==> config.mk <==
export PLATFORM = sky130hd
export DESIGN_NAME = msr_resolver
export DESIGN_NICKNAME = d
export VERILOG_FILES = /design/src/include/msr_pkg.sv /design/src/msr_resolver.sv
export SDC_FILE = /design/constraint.sdc
export NUM_CORES = 1
export LEC_CHECK = 0
export ABC_AREA = 1
export BUFFER_PORTS_ARGS = -buffer_cell sky130_fd_sc_hd__clkbuf_2
export CORE_UTILIZATION = 50
export DETAILED_ROUTE_END_ITERATION = 12
export PLACE_DENSITY = 0.78
export SLEW_MARGIN = 20
export SYNTH_ARGS = -nofsm -noshare
export SYNTH_HDL_FRONTEND = slang
export SYNTH_SLANG_ARGS = --single-unit
==> constraint.sdc <==
create_clock -name clk_sys -period 3.4 [get_ports clk_sys]
set_input_delay 0.34 -clock clk_sys [delete_from_list [all_inputs] [get_ports clk_sys]]
set_output_delay 0.34 -clock clk_sys [all_outputs]
set_load 0.01 [all_outputs]
==> src/include/msr_pkg.sv <==
package msr_pkg;
   // ------------------------------------------------------------
   // Register map (byte addresses)
   // ------------------------------------------------------------
   localparam logic [7:0] CTRL_OFS     = 8'h00;
   localparam logic [7:0] STATUS_OFS   = 8'h04;
   localparam logic [7:0] IRQ_STAT_OFS = 8'h08;
   localparam logic [7:0] IRQ_CLR_OFS  = 8'h0C;
   localparam logic [7:0] IRQ_EN_OFS   = 8'h10;
   localparam logic [7:0] SEED_OFS     = 8'h14;
   // ------------------------------------------------------------
   // Field positions
   // ------------------------------------------------------------
   localparam int CTRL_MAN_EN   = 0;
   localparam int CTRL_MAN_MST  = 1;
   localparam int CTRL_LOOP_SUP = 2;
   localparam int CTRL_START    = 3;
   localparam int ST_DONE       = 0;
   localparam int ST_MASTER     = 1;
   localparam int ST_RES_FLT    = 2;
   localparam int ST_CFG_FLT    = 3;
   localparam int ST_LINK_OK    = 4;
   localparam int ST_CLK_REC    = 5;
   localparam int ST_CNT_LSB    = 8;
   localparam int ST_BUSY       = 15;
   localparam int EV_DONE       = 0;
   localparam int EV_RES_FLT    = 1;
   localparam int EV_CFG_FLT    = 2;
   // ------------------------------------------------------------
   // Sizes, counts, reset values
   // ------------------------------------------------------------
   localparam int         SEED_W     = 11;
   localparam int         CNT_W      = 3;
   localparam int         EV_W       = 3;
   localparam logic [2:0] MAX_SEEDS  = 3'h7;
   localparam logic [2:0] CTRL_RST   = 3'h0;
   localparam logic [2:0] IRQ_EN_RST = 3'h0;
   localparam logic [10:0] LFSR_RST  = 11'h5A5;
   localparam logic [10:0] LFSR_TAPS = 11'h500;
   localparam logic [1:0] RESP_OKAY   = 2'h0;
   localparam logic [1:0] RESP_SLVERR = 2'h2;

   typedef enum logic [2:0] {
      MSR_IDLE,
      MSR_SEND,
      MSR_WAIT,
      MSR_DONE
   } msr_state_type;
endpackage

==> src/msr_resolver.sv <==
`timescale 1ns/10ps
module msr_resolver (
   input  wire logic                        clk_sys,      // 100 MHz
   input  wire logic                        rst_n,        // Async reset
   input  wire logic                        ce,           // Clock enable
   input  wire logic                        an_start,     // Begin resolution
   input  wire logic                        lp_valid,     // Partner page in
   input  wire logic                        lp_man_en,    // Partner manual
   input  wire logic                        lp_man_mst,   // Partner wants MST
   input  wire logic                        lp_loop_sup,  // Partner loop time
   input  wire logic [msr_pkg::SEED_W-1:0]  lp_seed,      // Partner seed
   output logic                             loc_valid,    // Local page out
   output logic                             loc_man_en,   // Local manual
   output logic                             loc_man_mst,  // Local wants MST
   output logic                             loc_loop_sup, // Local loop time
   output logic [msr_pkg::SEED_W-1:0]       loc_seed,     // Local seed
   output logic                             role_master,  // 1 MASTER
   output logic                             res_done,     // Complete
   output logic                             res_fault,    // Seed fault
   output logic                             cfg_fault,    // Role conflict
   output logic                             link_ok_indication, // Link ok
   output logic                             clk_sel_recovered,  // Tx clk src
   output logic                             irq,          // Interrupt
   input  wire logic [7:0]                  s_axi_awaddr, // AXI-Lite
   input  wire logic                        s_axi_awvalid,
   output logic                             s_axi_awready,
   input  wire logic [31:0]                 s_axi_wdata,
   input  wire logic [3:0]                  s_axi_wstrb,
   input  wire logic                        s_axi_wvalid,
   output logic                             s_axi_wready,
   output logic [1:0]                       s_axi_bresp,
   output logic                             s_axi_bvalid,
   input  wire logic                        s_axi_bready,
   input  wire logic [7:0]                  s_axi_araddr,
   input  wire logic                        s_axi_arvalid,
   output logic                             s_axi_arready,
   output logic [31:0]                      s_axi_rdata,
   output logic [1:0]                       s_axi_rresp,
   output logic                             s_axi_rvalid,
   input  wire logic                        s_axi_rready
);
   // ------------------------------------------------------------
   // State
   // ------------------------------------------------------------
   typedef struct packed {
      msr_pkg::msr_state_type          st;
      logic [msr_pkg::CNT_W-1:0]       cnt;
      logic [msr_pkg::SEED_W-1:0]      lfsr;
      logic [msr_pkg::SEED_W-1:0]      seed;
      logic                            loc_valid;
      logic                            master;
      logic                            done;
      logic                            res_flt;
      logic                            cfg_flt;
      logic                            busy;
      logic                            link_ok;
      logic                            clk_rec;
      logic [2:0]                      ctrl;
      logic [msr_pkg::EV_W-1:0]        ev_stat;
      logic [msr_pkg::EV_W-1:0]        ev_en;
      logic                            irq;
      logic                            awready;
      logic                            wready;
      logic                            aw_have;
      logic                            w_have;
      logic [7:0]                      awaddr;
      logic [31:0]                     wdata;
      logic                            wstrb0;
      logic                            bvalid;
      logic [1:0]                      bresp;
      logic                            arready;
      logic                            rvalid;
      logic [31:0]                     rdata;
      logic [1:0]                      rresp;
   } msr_regs_type;

   msr_regs_type s_r;
   msr_regs_type s_nxt;

   logic [msr_pkg::EV_W-1:0] ev_set;
   logic [31:0]              status_w;

   always_comb begin
      status_w = 32'h0;
      status_w[msr_pkg::ST_DONE]    = s_r.done;
      status_w[msr_pkg::ST_MASTER]  = s_r.master;
      status_w[msr_pkg::ST_RES_FLT] = s_r.res_flt;
      status_w[msr_pkg::ST_CFG_FLT] = s_r.cfg_flt;
      status_w[msr_pkg::ST_LINK_OK] = s_r.link_ok;
      status_w[msr_pkg::ST_CLK_REC] = s_r.clk_rec;
      status_w[msr_pkg::ST_CNT_LSB +: msr_pkg::CNT_W] = s_r.cnt;
      // Busy bit reads zero after completion
      status_w[msr_pkg::ST_BUSY] = s_r.busy;
   end

   // ------------------------------------------------------------
   // Next state
   // ------------------------------------------------------------
   always_comb begin
      logic start;
      logic do_wr;
      logic [msr_pkg::EV_W-1:0] ev_clr;
      start  = 1'b0;
      do_wr  = 1'b0;
      ev_clr = '0;
      ev_set = '0;
      s_nxt  = s_r;
      s_nxt.loc_valid = 1'b0;
      // Free-running seed source, never all zero
      s_nxt.lfsr = s_r.lfsr[0] ? ((s_r.lfsr >> 1) ^ msr_pkg::LFSR_TAPS)
                               : (s_r.lfsr >> 1);

      // Write channel: address and data accepted in either order
      if (s_axi_awvalid && s_r.awready) begin
         s_nxt.aw_have = 1'b1;
         s_nxt.awaddr  = s_axi_awaddr;
         s_nxt.awready = 1'b0;
      end
      if (s_axi_wvalid && s_r.wready) begin
         s_nxt.w_have = 1'b1;
         s_nxt.wdata  = s_axi_wdata;
         s_nxt.wstrb0 = s_axi_wstrb[0];
         s_nxt.wready = 1'b0;
      end
      if (s_r.aw_have && s_r.w_have && !s_r.bvalid) begin
         do_wr = s_r.wstrb0;
         s_nxt.aw_have = 1'b0;
         s_nxt.w_have  = 1'b0;
         s_nxt.bvalid  = 1'b1;
         s_nxt.bresp   = msr_pkg::RESP_OKAY;
         case (s_r.awaddr)
            msr_pkg::CTRL_OFS: begin
               if (do_wr) begin
                  s_nxt.ctrl = s_r.wdata[2:0];
                  start      = s_r.wdata[msr_pkg::CTRL_START];
               end
            end
            msr_pkg::IRQ_CLR_OFS: begin
               if (do_wr) begin
                  ev_clr = s_r.wdata[msr_pkg::EV_W-1:0];
               end
            end
            msr_pkg::IRQ_EN_OFS: begin
               if (do_wr) begin
                  s_nxt.ev_en = s_r.wdata[msr_pkg::EV_W-1:0];
               end
            end
            msr_pkg::STATUS_OFS, msr_pkg::IRQ_STAT_OFS,
            msr_pkg::SEED_OFS: begin
            end
            default: begin
               s_nxt.bresp = msr_pkg::RESP_SLVERR;
            end
         endcase
      end
      if (s_r.bvalid && s_axi_bready) begin
         s_nxt.bvalid  = 1'b0;
         s_nxt.awready = 1'b1;
         s_nxt.wready  = 1'b1;
      end

      // Read channel
      if (s_axi_arvalid && s_r.arready) begin
         s_nxt.arready = 1'b0;
         s_nxt.rvalid  = 1'b1;
         s_nxt.rresp   = msr_pkg::RESP_OKAY;
         case (s_axi_araddr)
            msr_pkg::CTRL_OFS:     s_nxt.rdata = {29'h0, s_r.ctrl};
            msr_pkg::STATUS_OFS:   s_nxt.rdata = status_w;
            msr_pkg::IRQ_STAT_OFS: s_nxt.rdata = {29'h0, s_r.ev_stat};
            msr_pkg::IRQ_CLR_OFS:  s_nxt.rdata = 32'h0;
            msr_pkg::IRQ_EN_OFS:   s_nxt.rdata = {29'h0, s_r.ev_en};
            msr_pkg::SEED_OFS:     s_nxt.rdata = {21'h0, s_r.seed};
            default: begin
               s_nxt.rdata = 32'h0;
               s_nxt.rresp = msr_pkg::RESP_SLVERR;
            end
         endcase
      end
      if (s_r.rvalid && s_axi_rready) begin
         s_nxt.rvalid  = 1'b0;
         s_nxt.arready = 1'b1;
      end

      // Resolution
      case (s_r.st)
         msr_pkg::MSR_IDLE: begin
         end
         msr_pkg::MSR_SEND: begin
            s_nxt.seed      = s_r.lfsr;
            s_nxt.loc_valid = 1'b1;
            s_nxt.cnt       = s_r.cnt + 3'h1;
            s_nxt.st        = msr_pkg::MSR_WAIT;
         end
         msr_pkg::MSR_WAIT: begin
            if (lp_valid) begin
               s_nxt.st = msr_pkg::MSR_DONE;
               if (s_r.ctrl[msr_pkg::CTRL_MAN_EN] && lp_man_en &&
                   (s_r.ctrl[msr_pkg::CTRL_MAN_MST] == lp_man_mst)) begin
                  s_nxt.cfg_flt = 1'b1;
                  s_nxt.master  = 1'b0;
               end else if (s_r.ctrl[msr_pkg::CTRL_MAN_EN]) begin
                  s_nxt.master = s_r.ctrl[msr_pkg::CTRL_MAN_MST];
               end else if (lp_man_en) begin
                  s_nxt.master = !lp_man_mst;
               end else if (s_r.ctrl[msr_pkg::CTRL_LOOP_SUP] != lp_loop_sup)
               begin
                  s_nxt.master = lp_loop_sup;
               end else if (s_r.seed != lp_seed) begin
                  s_nxt.master = s_r.seed > lp_seed;
               end else if (s_r.cnt == msr_pkg::MAX_SEEDS) begin
                  s_nxt.res_flt = 1'b1;
                  s_nxt.master  = 1'b0;
               end else begin
                  s_nxt.st = msr_pkg::MSR_SEND;
               end
            end
         end
         msr_pkg::MSR_DONE: begin
            // Conflict and success both end here as complete
            s_nxt.done    = 1'b1;
            s_nxt.busy    = 1'b0;
            s_nxt.cnt     = '0;
            s_nxt.link_ok = !s_r.cfg_flt && !s_r.res_flt;
            s_nxt.clk_rec = !s_r.master && s_r.ctrl[msr_pkg::CTRL_LOOP_SUP]
                            && !s_r.cfg_flt && !s_r.res_flt;
            ev_set[msr_pkg::EV_DONE]    = !s_r.done;
            ev_set[msr_pkg::EV_RES_FLT] = !s_r.done && s_r.res_flt;
            ev_set[msr_pkg::EV_CFG_FLT] = !s_r.done && s_r.cfg_flt;
            s_nxt.st = msr_pkg::MSR_IDLE;
         end
         default: begin
            s_nxt.st = msr_pkg::MSR_IDLE;
         end
      endcase

      // A new start restarts the attempt from a cleared counter
      if (start || an_start) begin
         s_nxt.st      = msr_pkg::MSR_SEND;
         s_nxt.cnt     = '0;
         s_nxt.done    = 1'b0;
         s_nxt.busy    = 1'b1;
         s_nxt.res_flt = 1'b0;
         s_nxt.cfg_flt = 1'b0;
         s_nxt.link_ok = 1'b0;
         s_nxt.clk_rec = 1'b0;
      end

      // Set wins over a clear in the same cycle
      s_nxt.ev_stat = (s_r.ev_stat & ~ev_clr) | ev_set;
      s_nxt.irq     = |(s_nxt.ev_stat & s_nxt.ev_en);
   end

   // ------------------------------------------------------------
   // Register
   // ------------------------------------------------------------
   always_ff @(posedge clk_sys or negedge rst_n) begin
      if (!rst_n) begin
         s_r         <= '0;
         s_r.st      <= msr_pkg::MSR_IDLE;
         s_r.lfsr    <= msr_pkg::LFSR_RST;
         s_r.ctrl    <= msr_pkg::CTRL_RST;
         s_r.ev_en   <= msr_pkg::IRQ_EN_RST;
         s_r.awready <= 1'b1;
         s_r.wready  <= 1'b1;
         s_r.arready <= 1'b1;
      end else if (ce) begin
         s_r <= s_nxt;
      end
   end

   assign loc_valid          = s_r.loc_valid;
   assign loc_man_en         = s_r.ctrl[msr_pkg::CTRL_MAN_EN];
   assign loc_man_mst        = s_r.ctrl[msr_pkg::CTRL_MAN_MST];
   assign loc_loop_sup       = s_r.ctrl[msr_pkg::CTRL_LOOP_SUP];
   assign loc_seed           = s_r.seed;
   assign role_master        = s_r.master;
   assign res_done           = s_r.done;
   assign res_fault          = s_r.res_flt;
   assign cfg_fault          = s_r.cfg_flt;
   assign link_ok_indication = s_r.link_ok;
   assign clk_sel_recovered  = s_r.clk_rec;
   assign irq                = s_r.irq;
   assign s_axi_awready      = s_r.awready;
   assign s_axi_wready       = s_r.wready;
   assign s_axi_bvalid       = s_r.bvalid;
   assign s_axi_bresp        = s_r.bresp;
   assign s_axi_arready      = s_r.arready;
   assign s_axi_rvalid       = s_r.rvalid;
   assign s_axi_rdata        = s_r.rdata;
   assign s_axi_rresp        = s_r.rresp;
endmodule // msr_resolver

==> results of run 1 <==
[final timing paths]
| kind | depth (start not counted) | endpoint | from |
|---|---|---|---|
| min reg2reg | 2 | loc_valid$_DFFE_PN0P_ | loc_valid$_DFFE_PN0P_ |
| max reg2reg | 6 | s_r[126]$_DFFE_PN0P_ | s_r[128]$_DFFE_PN0P_ |
| max in group asynchronous | 1 | s_r[79]$_DFFE_PN0P_ | rst_n |
| max | 6 | s_r[126]$_DFFE_PN0P_ | s_r[128]$_DFFE_PN0P_ |
| min in group clk_sys | 3 | s_r[40]$_DFFE_PN0P_ | s_axi_wdata[0] |
| min | 1 | loc_seed[4]$_DFFE_PN0P_ | rst_n |
[final cells by class]
class                           count  share of cell area, %
Sequential cell                    79                   40.4
Multi-Input combinational cell    362                   37.8
Tap cell                          108                   2.74
Timing Repair Buffer               86                   8.92
Clock buffer                       13                   3.23
Clock inverter                      3                  0.864
Inverter                           79                   6.07
[routing by layer]
metal	track usage, %	vias up	share of wire [%]
met3	5.71	23	6.2
met5	0	-	0
met4	9.31	0	2.8
li1	-	1824	-
met1	26.4	1642	43
met2	36.4	131	48
[placed cells by master (no fill, tap or decap), types with 5 or more instances in the layout]
master and n:
a21oi_1 12, nand3_1 32, o21ai_1 7, o21ai_0 42
clkbuf_8 11, dfstp_2 9, inv_1 73, nor2_1 35
nor3_1 5, nand4_1 11, dfrtp_1 70, nand2_1 136
clkbuf_2 84, or2_2 6, conb_1 22, ha_1 17
[power groups by stage]
| stage | sequential, mW | combinational (mW) | clock, mW |
|---|---|---|---|
| floorplan | 1.39 | 0.679 | 0 |
| global placement | 1.43 | 0.796 | 0 |
| detailed placement | 1.45 | 0.841 | 0 |
| CTS | 1.44 | 0.843 | 0.724 |
| global route | 1.47 | 0.975 | 0.759 |
| finish | 1.44 | 0.830 | 0.702 |
[logic make-up (layout without fill, tap and decap cells)]
kind of cell | Yosys count | after routing
compound gates | 79 | 79
xor+xnor | 1 | 1
fa+ha+maj | 17 | 17
buf+inv | 136 | 181
flops | 79 | 79
mux | 3 | 3
other cells | 1 | 22
simple gates | 240 | 240
[stage by stage]
| stage | utilization (%) | instance area, sq um | total power, mW | cells |
|---|---|---|---|---|
| after CTS | 56.7 | 4920 | 3.00 | 730 |
| after global routing | 56.7 | 4920 | 3.20 | 730 |
| after detailed placement | 54.4 | 4720 | 2.29 | 714 |
| after global placement | 54.4 | 4720 | 2.23 | 714 |
| final | 56.7 | 4920 | 2.97 | 730 |
| after floorplan | - | 4550 | 2.07 | 577 |
[worst max-delay path: stages, from the launching register on]
cell	delay [ps]
dfrtp_1	410
inv_1	90
ha_1	190
nand2_1	470
nor3_1	540
nand2_1	110
nand2_1	80
==> metrics.md, run 1 <==
| Metric | Value |
|---|---|
| Setup-failing EPs final | 0 |
| Clock buffer count from CTS | 9 |
| Critical-path maximum fanout | 27 |
| Worst-Margin Slew | 782 ps |
| Status | finished with violations |
| Failing checks | negative hold slack |
| # fillers | 793 |
| Synth area leaders | dfrtp_1 (39%), nand2_1 (11%), buf_4 (8.1%) |
| Cell count after synthesis | 556 |
| DRT antenna net count | 0 |
| First DRT Iteration DRCs | 150 |
| Flop pwr share | 48.4% |
| Switch share | 35.8% |
| Leak | 2.62 nW |
| Chip Height | 96.5 um |
| Die area | 0.00932 sq mm |
| GP Congestion | 0.868 |
| Logic pwr share | 28.0% |
| Synthesis-to-layout area growth | 10.2% |
| Initial antenna violation count | 0 |
| Period utilization | 57.2% |
| Syn. warnings | 0 |
| Hold slack | -14.4 ps |
| Post-synth EDFFs | 0 |
| Xor/xnor share of the synthesized area | 0.196% |
| Hold Path Class | in -> async |
| Clock Skews | 10.8 ps |
| Mapped cell area | 0.00447 sq mm |
| Effective utilization at floorplan | 51.5% |
| Compound-cell area share of the yosys netlist | 10.0% |
| P_int | 1.91 mW |
| Slew Viols, Final | 0 |
| Max FFs per register | 38 |
| PnR worst setup slack | 1450 ps |
| WL per Instance | 12.7 um |
| Vias per inst | 4.96 |
| Ports | 139 |
| Main combinational cell family by area after synthesis | simple AND/OR/NAND/NOR gates |
| R2r setup slk | 1450 ps |
| CTS Root Cell | clkbuf_8 |
| Primary FF master, synth | dfrtp_1 |
| WP data required | 3690 ps |
| NetSw | 1.06 mW |
| CTS tree | built |
| Fraction of layout instances using a drive strength above 1 | 22.8% |
| Vias | 3620 |
| Clock power frac | 23.6% |
| Synth cell types | 39 |
| Post-DP HPWL | 7270 um |
| GRT Residual Overflow | 0 |
| Mux contribution to synthesized area | 0.756% |
| Clk buf depth | 2 |
| CP arrival | 2230 ps |
| Clk sink count | 79 |
| Crit end category | flip-flop |
| RSZ-0062 raised after global routing | no |
| Area of the multi-input gates | 0.00186 sq mm |
| Vias in the first global route | 3384 |
| Router iterations before antenna repair | 4 |
| Peak supply drop | 0.369 mV |
| CORE AREA | 0.00868 sq mm |
| DRC viols | 0 |
| #FFs+latches synth | 79 |
| Fmax | 0.514 GHz |
| Pwr per Cell Area | 603 mW/mm^2 |
| Kind of critical path | reg -> reg |
| CTS H-Tree Depth | 3 |
| CTS-repair resized insts | 0 |
| Synth area leader | dfrtp_1 |
| First-pass GRT wire length | 15200 um |
| Number of core rows | 34 |
| Worst skew pair latency | 350 ps |
| Clock transition at path regs | 80 ps |
| Max-cap viol count | 0 |
| Port bufs | 85 |
| Ys async rst share | 100% |
| Antenna cells | 0 |
| Setup Fix Bufs, Post-CTS | 0 |
| Largest net degree at the start of global routing | 80 |
| Syn Area/Cell | 8.04 sq um |
| Dpl ws | 1400 ps |
| Register bank with the most flops | s_r |
| # nets final | 710 |
| Register Area | 0.00199 sq mm |
| Setup TNS | 0 ps |
| Adder-Cell Fraction of Synth Area | 4.76% |
| Commonest cells post-synth | nand2_1 (136), inv_1 (73), dfrtp_1 (70) |
| Synth Area in Simple Gates | 24.1% |
| Worst setup SP type | flip-flop |
| Most frequent cell after synthesis | nand2_1 |
| Chip Width | 96.5 um |
| Drt total wl | 9270 um |
| Post-synthesis sequential area ratio | 44.5% |
| CTS Hold Buffers Added | 0 |
| Min Tclk post-route | 1950 ps |
| Gr usage total | 21.7% |
| Max_slew headroom | 47.7% |
| Final hold vios | 6 |
| Share of the synthesized area in the top cell type | 39.2% |
No activity file was read; power rests on OpenSTA's default activity.
==> inputs of run 2 (changes only) <==
--- a/config.mk
+++ b/config.mk
@@ -5,11 +5,11 @@
 export SDC_FILE = /design/constraint.sdc
 export NUM_CORES = 1
 export LEC_CHECK = 0
-export ABC_AREA = 1
+export ABC_AREA = 0
 export BUFFER_PORTS_ARGS = -buffer_cell sky130_fd_sc_hd__clkbuf_2
 export CORE_UTILIZATION = 50
 export DETAILED_ROUTE_END_ITERATION = 12
-export PLACE_DENSITY = 0.78
+export PLACE_DENSITY = 0.79
 export SLEW_MARGIN = 20
 export SYNTH_ARGS = -nofsm -noshare
 export SYNTH_HDL_FRONTEND = slang
==> constraint.sdc (replaced) <==
create_clock -name clk_sys -period 2 [get_ports clk_sys]
set_input_delay 0.2 -clock clk_sys [delete_from_list [all_inputs] [get_ports clk_sys]]
set_output_delay 0.2 -clock clk_sys [all_outputs]
set_load 0.01 [all_outputs]
==> run 2 against run 1 <==
Effect of this change: the run now ends clean; first-iteration DRC count rose by 2.7%; clock-buffer cell count fell by 2; global-route usage rose by 0.17 points; sequential power rose by 56%; combinational power rose by 90%; utilization rose by 3.3 points; via count fell by 12%; setup slack got worse by 1300 ps; design area rose by 0.71%; flip-flop and latch count did not move; fmax rose by 2.7%; synthesized cell count fell by 28%.
==> metrics.md, run 2 <==
| Metric | Value |
|---|---|
| Setup-failing EPs final | 0 (unchanged) |
| Initial antenna violation count | 0 (unchanged) |
| Period utilization | 94.7% (+37 points) |
| Kind of critical path | reg -> reg |
| Register bank with the most flops | s_r |
| PnR worst setup slack | 105 ps (-1350 ps) |
| Dpl ws | 103 ps (-1290 ps) |
| Hold Path Class | in -> reg |
| Hold slack | 43.6 ps (+58.0 ps) |
| Setup TNS | 0 ps (unchanged) |
| Gr usage total | 21.9% (+0.17 points) |
| Reg2reg end | s_r[128]$_DFFE_PN0P_ |
| GP Congestion | 0.904 (+4.1%) |
| Clk buf depth | 2 (unchanged) |
| Router iterations before antenna repair | 4 (unchanged) |
| First DRT Iteration DRCs | 154 (+2.7%) |
| CP max stage delay | 400 ps (-140 ps) |
| Placed Cells | 575 (-19%) |
| Clk sink count | 79 (unchanged) |
| CTS Root Cell | clkbuf_8 |
| Largest net degree at the start of global routing | 43 (-46%) |
| Chip Height | 94.5 um (-2.1%) |
| Max FFs per register | 38 (unchanged) |
| Effective utilization at floorplan | 51.8% (+0.30 points) |
| DRT antenna net count | 0 (unchanged) |
| Clock Skews | 13.0 ps (+2.26 ps) |
| HP Start | s_axi_rready |
| WL per Instance | 15.5 um (+22%) |
| GRT Residual Overflow | 0 (unchanged) |
| CP delay by family, top | simple AND/OR/NAND/NOR gates |
| R2r worst-path depth | 8 (+2) |
| Synth area leader | dfrtp_1 |
| # nets final | 576 (-19%) |
| Fraction of layout instances using a drive strength above 1 | 37.7% (+15 points) |
| Crit end category | flip-flop |
| Syn. warnings | 0 (unchanged) |
| Primary FF master, synth | dfrtp_1 |
| Worst skew pair latency | 350 ps (about the same) |
| Port bufs | 85 (unchanged) |
| Leak | 2.44 nW (-6.8%) |
| Critical-path maximum fanout | 3 (-89%) |
| Die area | 0.00893 sq mm (-4.2%) |
| Antenna cells | 0 (unchanged) |
| Peak supply drop | 0.412 mV (+12%) |
| Final Util | 60.1% (+3.3 points) |
| Most frequent cell after synthesis | dfrtp_1 |
| Fin area | 0.00496 sq mm (+0.71%) |
| Hold Crit Depth | 2 |
| Vias in the first global route | 3075 (-9.1%) |
| CP arrival | 2120 ps (-110 ps) |
| Min Tclk post-route | 1890 ps (-51.8 ps) |
| Synthesis-to-layout area growth | 16.0% |
| Placed cell area | 0.00468 sq mm (-0.74%) |
| Post-synth EDFFs | 0 (unchanged) |
| CTS tree | built |
| Worst setup SP type | flip-flop |
| Slew Viols, Final | 0 (unchanged) |
| Post-synthesis sequential area ratio | 46.5% (+2.0 points) |
| Cell count after synthesis | 401 (-28%) |
| CORE AREA | 0.00826 sq mm (-4.8%) |
| Total Power | 5.24 mW (+76%) |
| Clock buffer count from CTS | 9 (unchanged) |
| Share of the synthesized area in the top cell type | 41.0% (+1.8 points) |
| #FFs+latches synth | 79 (unchanged) |
| Post-DP HPWL | 7010 um (-3.5%) |
| Chip Width | 94.5 um (-2.1%) |
| Drt total wl | 9170 um (-1.1%) |
| Critical R2R Launch | loc_seed[10]$_DFFE_PN0P_ |
| Fmax | 0.528 GHz (+2.7%) |
| Synth area leaders | dfrtp_1 (41%), mux2_2 (10%), buf_4 (8.3%) |
| DRC viols | 0 (unchanged) |
| Synth cell types | 53 (+36%) |
| Most common cell after layout, fill and taps aside | clkbuf_2 |
| Ports | 139 (unchanged) |
| CTS H-Tree Depth | 3 (unchanged) |
| Vias per inst | 5.39 (+8.7%) |
| R2r setup slk | 110 ps (-1350 ps) |
| Ys async rst share | 100% (unchanged) |
| Commonest cells post-synth | dfrtp_1 (70), buf_4 (47), nand2_1 (44) |
| Max_slew headroom | 62.2% (+14 points) |
| Number of core rows | 33 (-2.9%) |
| Pwr per Cell Area | 1060 mW/mm^2 (+75%) |
| Worst-Margin Slew | 562 ps (-220 ps) |
| Mapped cell area | 0.00428 sq mm (-4.3%) |
| Most frequent cells in the layout | clkbuf_2 (84), dfrtp_1 (70), nand2_1 (44) |
| Final hold vios | 0 (-6) |
| Max-cap viol count | 0 (unchanged) |
| First-pass GRT wire length | 14800 um (-2.1%) |
| Vias | 3195 (-12%) |
| Syn Area/Cell | 10.7 sq um (+33%) |
| WP data required | 2230 ps (-1460 ps) |
| Max stage delay cell, worst path | dfrtp_1 |
| Worst Hold End | s_axi_rvalid$_DFFE_PN0P_ |
| Crit-path cells | ha_1 -> nand4_1 -> nor4_2 -> buf_4 -> nand2_1 -> o21ai_0 -> nor2b_2 -> o41ai_2 |
| Status | complete, no violations |
| Crit path buffers/inverters | 1 (unchanged) |
| Cell Count, Final, Fillers Out | 593 (-19%) |
| Clock transition at path regs | 80 ps (about the same) |
run 2: cell count changes after synthesis, sizes merged, moves of 8 or more:
cell / delta
nand2: -98
inv: -54
mux2: +35
nand3: -28
o21ai: -24
nor2: -19
nand4: -8
run 2: layout make-up:
type / instances / area, sq um
Timing Repair Buffer: 107 / 608
Fill cell: 682 / 3300
Sequential cell: 79 / 1990
Clock buffer: 11 / 131
Clock inverter: 5 / 106
Tap cell: 105 / 131
Inverter: 23 / 86.3
Multi-Input combinational cell: 263 / 1910
run 2: worst reg2reg max path, delay by kind of cell, from the launching register on:
kind	cells	cell delay [ps]
AO/OA/AOI/OAI	2	220
adder cells (fa/ha/maj)	1	300
buffers and inverters	1	160
flip-flops	1	400
AND/OR/NAND/NOR	4	710
run 2: what timing repair did:
item | in CTS | in global routing
hold buffers | 1 | 0
gates resized for setup | 0 | 5
setup buffers | 0 | 1
endpoints found under the setup margin | 0 | 5
hold endpoints to repair | 35 | 0
run 2: kinds of logic (layout without fill, tap and decap cells):
kind of cell	Yosys count	in the layout	share of synthesized area (%)
and+or+nand+nor	102	102	12.5
buffers and inverters	80	146	11.2
DFF	79	79	46.5
AOI/OAI and AO/OA	74	74	12.5
muxes	45	45	11.6
adders and majority gates	17	17	4.97
xor gates and xnor gates	3	3	0.615
other	1	22	0.0877
run 2: report_power, final:
part / leakage [nW] / switching, mW / total (mW) / internal, mW
combinational: 1.32 / 0.796 / 1.58 / 0.780
clock: 0.114 / 0.590 / 1.42 / 0.833
sequential: 1.00 / 0.270 / 2.24 / 1.97
run 2: how the worst max path moves through the flow:
stage	start	endpoint	slack, ps	depth (start not counted)
2_1_floorplan	s_axi_bvalid$_DFFE_PN0P_	irq$_DFFE_PN0P_	250	6
3_3_place_gp	loc_seed[8]$_DFFE_PN0P_	s_r[128]$_DFFE_PN0P_	130	8
3_5_place_dp	loc_seed[1]$_DFFE_PN0P_	role_master$_DFFE_PN0P_	100	7
4_1_cts	loc_seed[1]$_DFFE_PN0P_	role_master$_DFFE_PN0P_	80	7
5_1_grt	loc_seed[6]$_DFFE_PN0P_	s_r[128]$_DFFE_PN0P_	-5	8
6_report	loc_seed[10]$_DFFE_PN0P_	s_r[128]$_DFFE_PN0P_	110	8
run 2: metal layers:
layer	vias up	GRT usage, %	wire (um)	share of wire (%)
li1	1503	-	-	-
met1	1567	29.2	4110	45
met2	109	35.3	4340	47
met3	16	4.19	541	5.9
met4	0	8.59	176	1.9
met5	-	0	0	0
==> inputs of run 3 (changes only) <==
--- a/config.mk
+++ b/config.mk
@@ -10,6 +10,7 @@
 export CORE_UTILIZATION = 50
 export DETAILED_ROUTE_END_ITERATION = 12
 export PLACE_DENSITY = 0.79
+export RECOVER_POWER = 25
 export SLEW_MARGIN = 20
 export SYNTH_ARGS = -nofsm -noshare
 export SYNTH_HDL_FRONTEND = slang
==> run 3 against run 2 <==
Effect of this change: combinational power is essentially flat; power is essentially flat; sequential share of layout area grew 0.051 points; global-route usage is the same; sequential power is essentially flat; design area shrank 0.13%.
==> metrics.md, run 3 (synthesis gave the netlist of run 2 again) <==
| Metric | Value |
|---|---|
| GP Congestion | 0.904 (unchanged) |
| Max FFs per register | 38 (unchanged) |
| Most frequent cells in the layout | clkbuf_2 (85), dfrtp_1 (70), nand2_1 (44) |
| Vias in the first global route | 3075 (unchanged) |
| Fraction of layout instances using a drive strength above 1 | 37.1% (-0.61 points) |
| Die area | 0.00893 sq mm (unchanged) |
| Fin area | 0.00495 sq mm (-0.13%) |
| Vias | 3194 (-0.031%) |
| NetSw | 1.66 mW (about the same) |
| First-pass GRT wire length | 14800 um (unchanged) |
| DRT antenna net count | 0 (unchanged) |
| Most common cell after layout, fill and taps aside | clkbuf_2 |
| Worst Hold End | s_axi_rvalid$_DFFE_PN0P_ |
| Largest net degree at the start of global routing | 43 (unchanged) |
| Clock Skews | 13.1 ps (+0.0384 ps) |
| Total Power | 5.23 mW (about the same) |
| Initial antenna violation count | 0 (unchanged) |
| CTS Root Cell | clkbuf_8 |
| Vias per inst | 5.39 (about the same) |
| CP arrival | 2130 ps (about the same) |
| Worst setup SP type | flip-flop |
| Hold slack | 43.5 ps (-0.113 ps) |
| P_int | 3.58 mW (-0.14%) |
| Clk buf depth | 2 (unchanged) |
| R2r setup slk | 110 ps (about the same) |
| Gr usage total | 21.9% (unchanged) |
| Port bufs | 85 (unchanged) |
| Hold Path Class | in -> reg |
| Worst skew pair latency | 350 ps (about the same) |
| Placed Cells | 575 (unchanged) |
| Flop pwr share | 42.7% (about the same) |
| CTS tree | built |
| Reg2reg end | s_r[128]$_DFFE_PN0P_ |
| Logic pwr share | 30.1% (about the same) |
| Final hold vios | 0 (unchanged) |
| # fillers | 684 (+0.29%) |
| Worst-Margin Slew | 1050 ps (+488 ps) |
| Hold Crit Depth | 2 (unchanged) |
| Period utilization | 94.7% (about the same) |
| GRT Residual Overflow | 0 (unchanged) |
| Setup TNS | 0 ps (unchanged) |
| R2r worst-path depth | 8 (unchanged) |
| Clock power frac | 27.2% (about the same) |
| Post-DP HPWL | 7010 um (unchanged) |
| # nets final | 576 (unchanged) |
| Synthesis-to-layout area growth | 15.8% |
| CORE AREA | 0.00826 sq mm (unchanged) |
| Antenna cells | 0 (unchanged) |
| Critical-path maximum fanout | 3 (unchanged) |
| Kind of critical path | reg -> reg |
| Effective utilization at floorplan | 51.8% (unchanged) |
| Final Util | 60.0% (-0.076 points) |
| Crit end category | flip-flop |
| First DRT Iteration DRCs | 154 (unchanged) |
| Router iterations before antenna repair | 4 (unchanged) |
| PnR worst setup slack | 105 ps (-0.0980 ps) |
| Min Tclk post-route | 1890 ps (+0.0980 ps) |
| Status | complete, no violations |
| Drt total wl | 9170 um (about the same) |
| Slew Viols, Final | 0 (unchanged) |
| Register bank with the most flops | s_r |
| Max-cap viol count | 0 (unchanged) |
| Cell Count, Final, Fillers Out | 593 (unchanged) |
| Leak | 2.43 nW (-0.19%) |
| HP Start | s_axi_rready |
| CTS H-Tree Depth | 3 (unchanged) |
| Critical R2R Launch | loc_seed[10]$_DFFE_PN0P_ |
| Max_slew headroom | 30.0% (-32 points) |
| Placed cell area | 0.00468 sq mm (unchanged) |
| Pwr per Cell Area | 1060 mW/mm^2 (about the same) |
| Setup-failing EPs final | 0 (unchanged) |
| Number of core rows | 33 (unchanged) |
| Ports | 139 (unchanged) |
| Chip Height | 94.5 um (unchanged) |
| WP data required | 2230 ps (about the same) |
| Clk sink count | 79 (unchanged) |
| DRC viols | 0 (unchanged) |
| Clock buffer count from CTS | 9 (unchanged) |
| Clock transition at path regs | 80 ps (about the same) |
| Fmax | 0.528 GHz (about the same) |
| Switch share | 31.7% (+0.037 points) |
| Chip Width | 94.5 um (unchanged) |
| Dpl ws | 103 ps (unchanged) |
| WL per Instance | 15.5 um (about the same) |
| Peak supply drop | 0.412 mV (about the same) |
==> run 3: cell count changes in the layout (fill, tap and decap cells not counted) <==
cell | previous run | this run
buf_4 | 21 | 19
clkbuf_1 | 2 | 3
clkbuf_2 | 84 | 85
dfstp_1 | 0 | 2
dfstp_2 | 9 | 7
==> run 3: layer usage <==
layer	GRT usage (%)	wire length, um	vias up
met1	29.2	4120	1566
li1	-	-	1503
met5	0	0	-
met2	35.3	4330	109
met4	8.59	176	0
met3	4.19	541	16
==> run 3: what timing repair did <==
action	in CTS	in global routing
endpoints found under the setup margin	0	5
gates resized for setup	0	5
buffers inserted	0	1
hold endpoints to repair	35	0
hold buffers	1	0
==> run 3: cell type report <==
class | instances | area (sq um) | area share, %
multi-input cells | 263 | 1910 | 38.5
clock inverters | 5 | 106 | 2.15
well taps | 105 | 131 | 2.65
inverters | 23 | 86.3 | 1.74
flip-flops and latches | 79 | 1990 | 40.1
repair buffers | 107 | 602 | 12.1
clock buffers | 11 | 131 | 2.65
==> run 3: how the worst max path moves through the flow <==
| stage | start | to | slack (ps) | cells past startpoint |
|---|---|---|---|---|
| floorplan | s_axi_bvalid$_DFFE_PN0P_ | irq$_DFFE_PN0P_ | 250 | 6 |
| global placement | loc_seed[8]$_DFFE_PN0P_ | s_r[128]$_DFFE_PN0P_ | 130 | 8 |
| detailed placement | loc_seed[1]$_DFFE_PN0P_ | role_master$_DFFE_PN0P_ | 100 | 7 |
| CTS | loc_seed[1]$_DFFE_PN0P_ | role_master$_DFFE_PN0P_ | 80 | 7 |
| global route | loc_seed[6]$_DFFE_PN0P_ | s_r[128]$_DFFE_PN0P_ | -5 | 8 |
| finish | loc_seed[10]$_DFFE_PN0P_ | s_r[128]$_DFFE_PN0P_ | 110 | 8 |
==> run 3: worst max-delay path, cell delays in order (launching register included) <==
cell	delay, ps
dfrtp_1	400
ha_1	300
nand4_1	150
nor4_2	300
buf_4	160
nand2_1	70
o21ai_0	150
nor2b_2	190
o41ai_2	70
==> run 3: power groups by stage <==
stage	combinational, mW	sequential (mW)	clock (mW)
detailed placement	1.56	2.26	0
CTS	1.57	2.23	1.44
global placement	1.49	2.24	0
global route	1.73	2.28	1.51
finish	1.57	2.23	1.42
floorplan	1.04	2.22	0
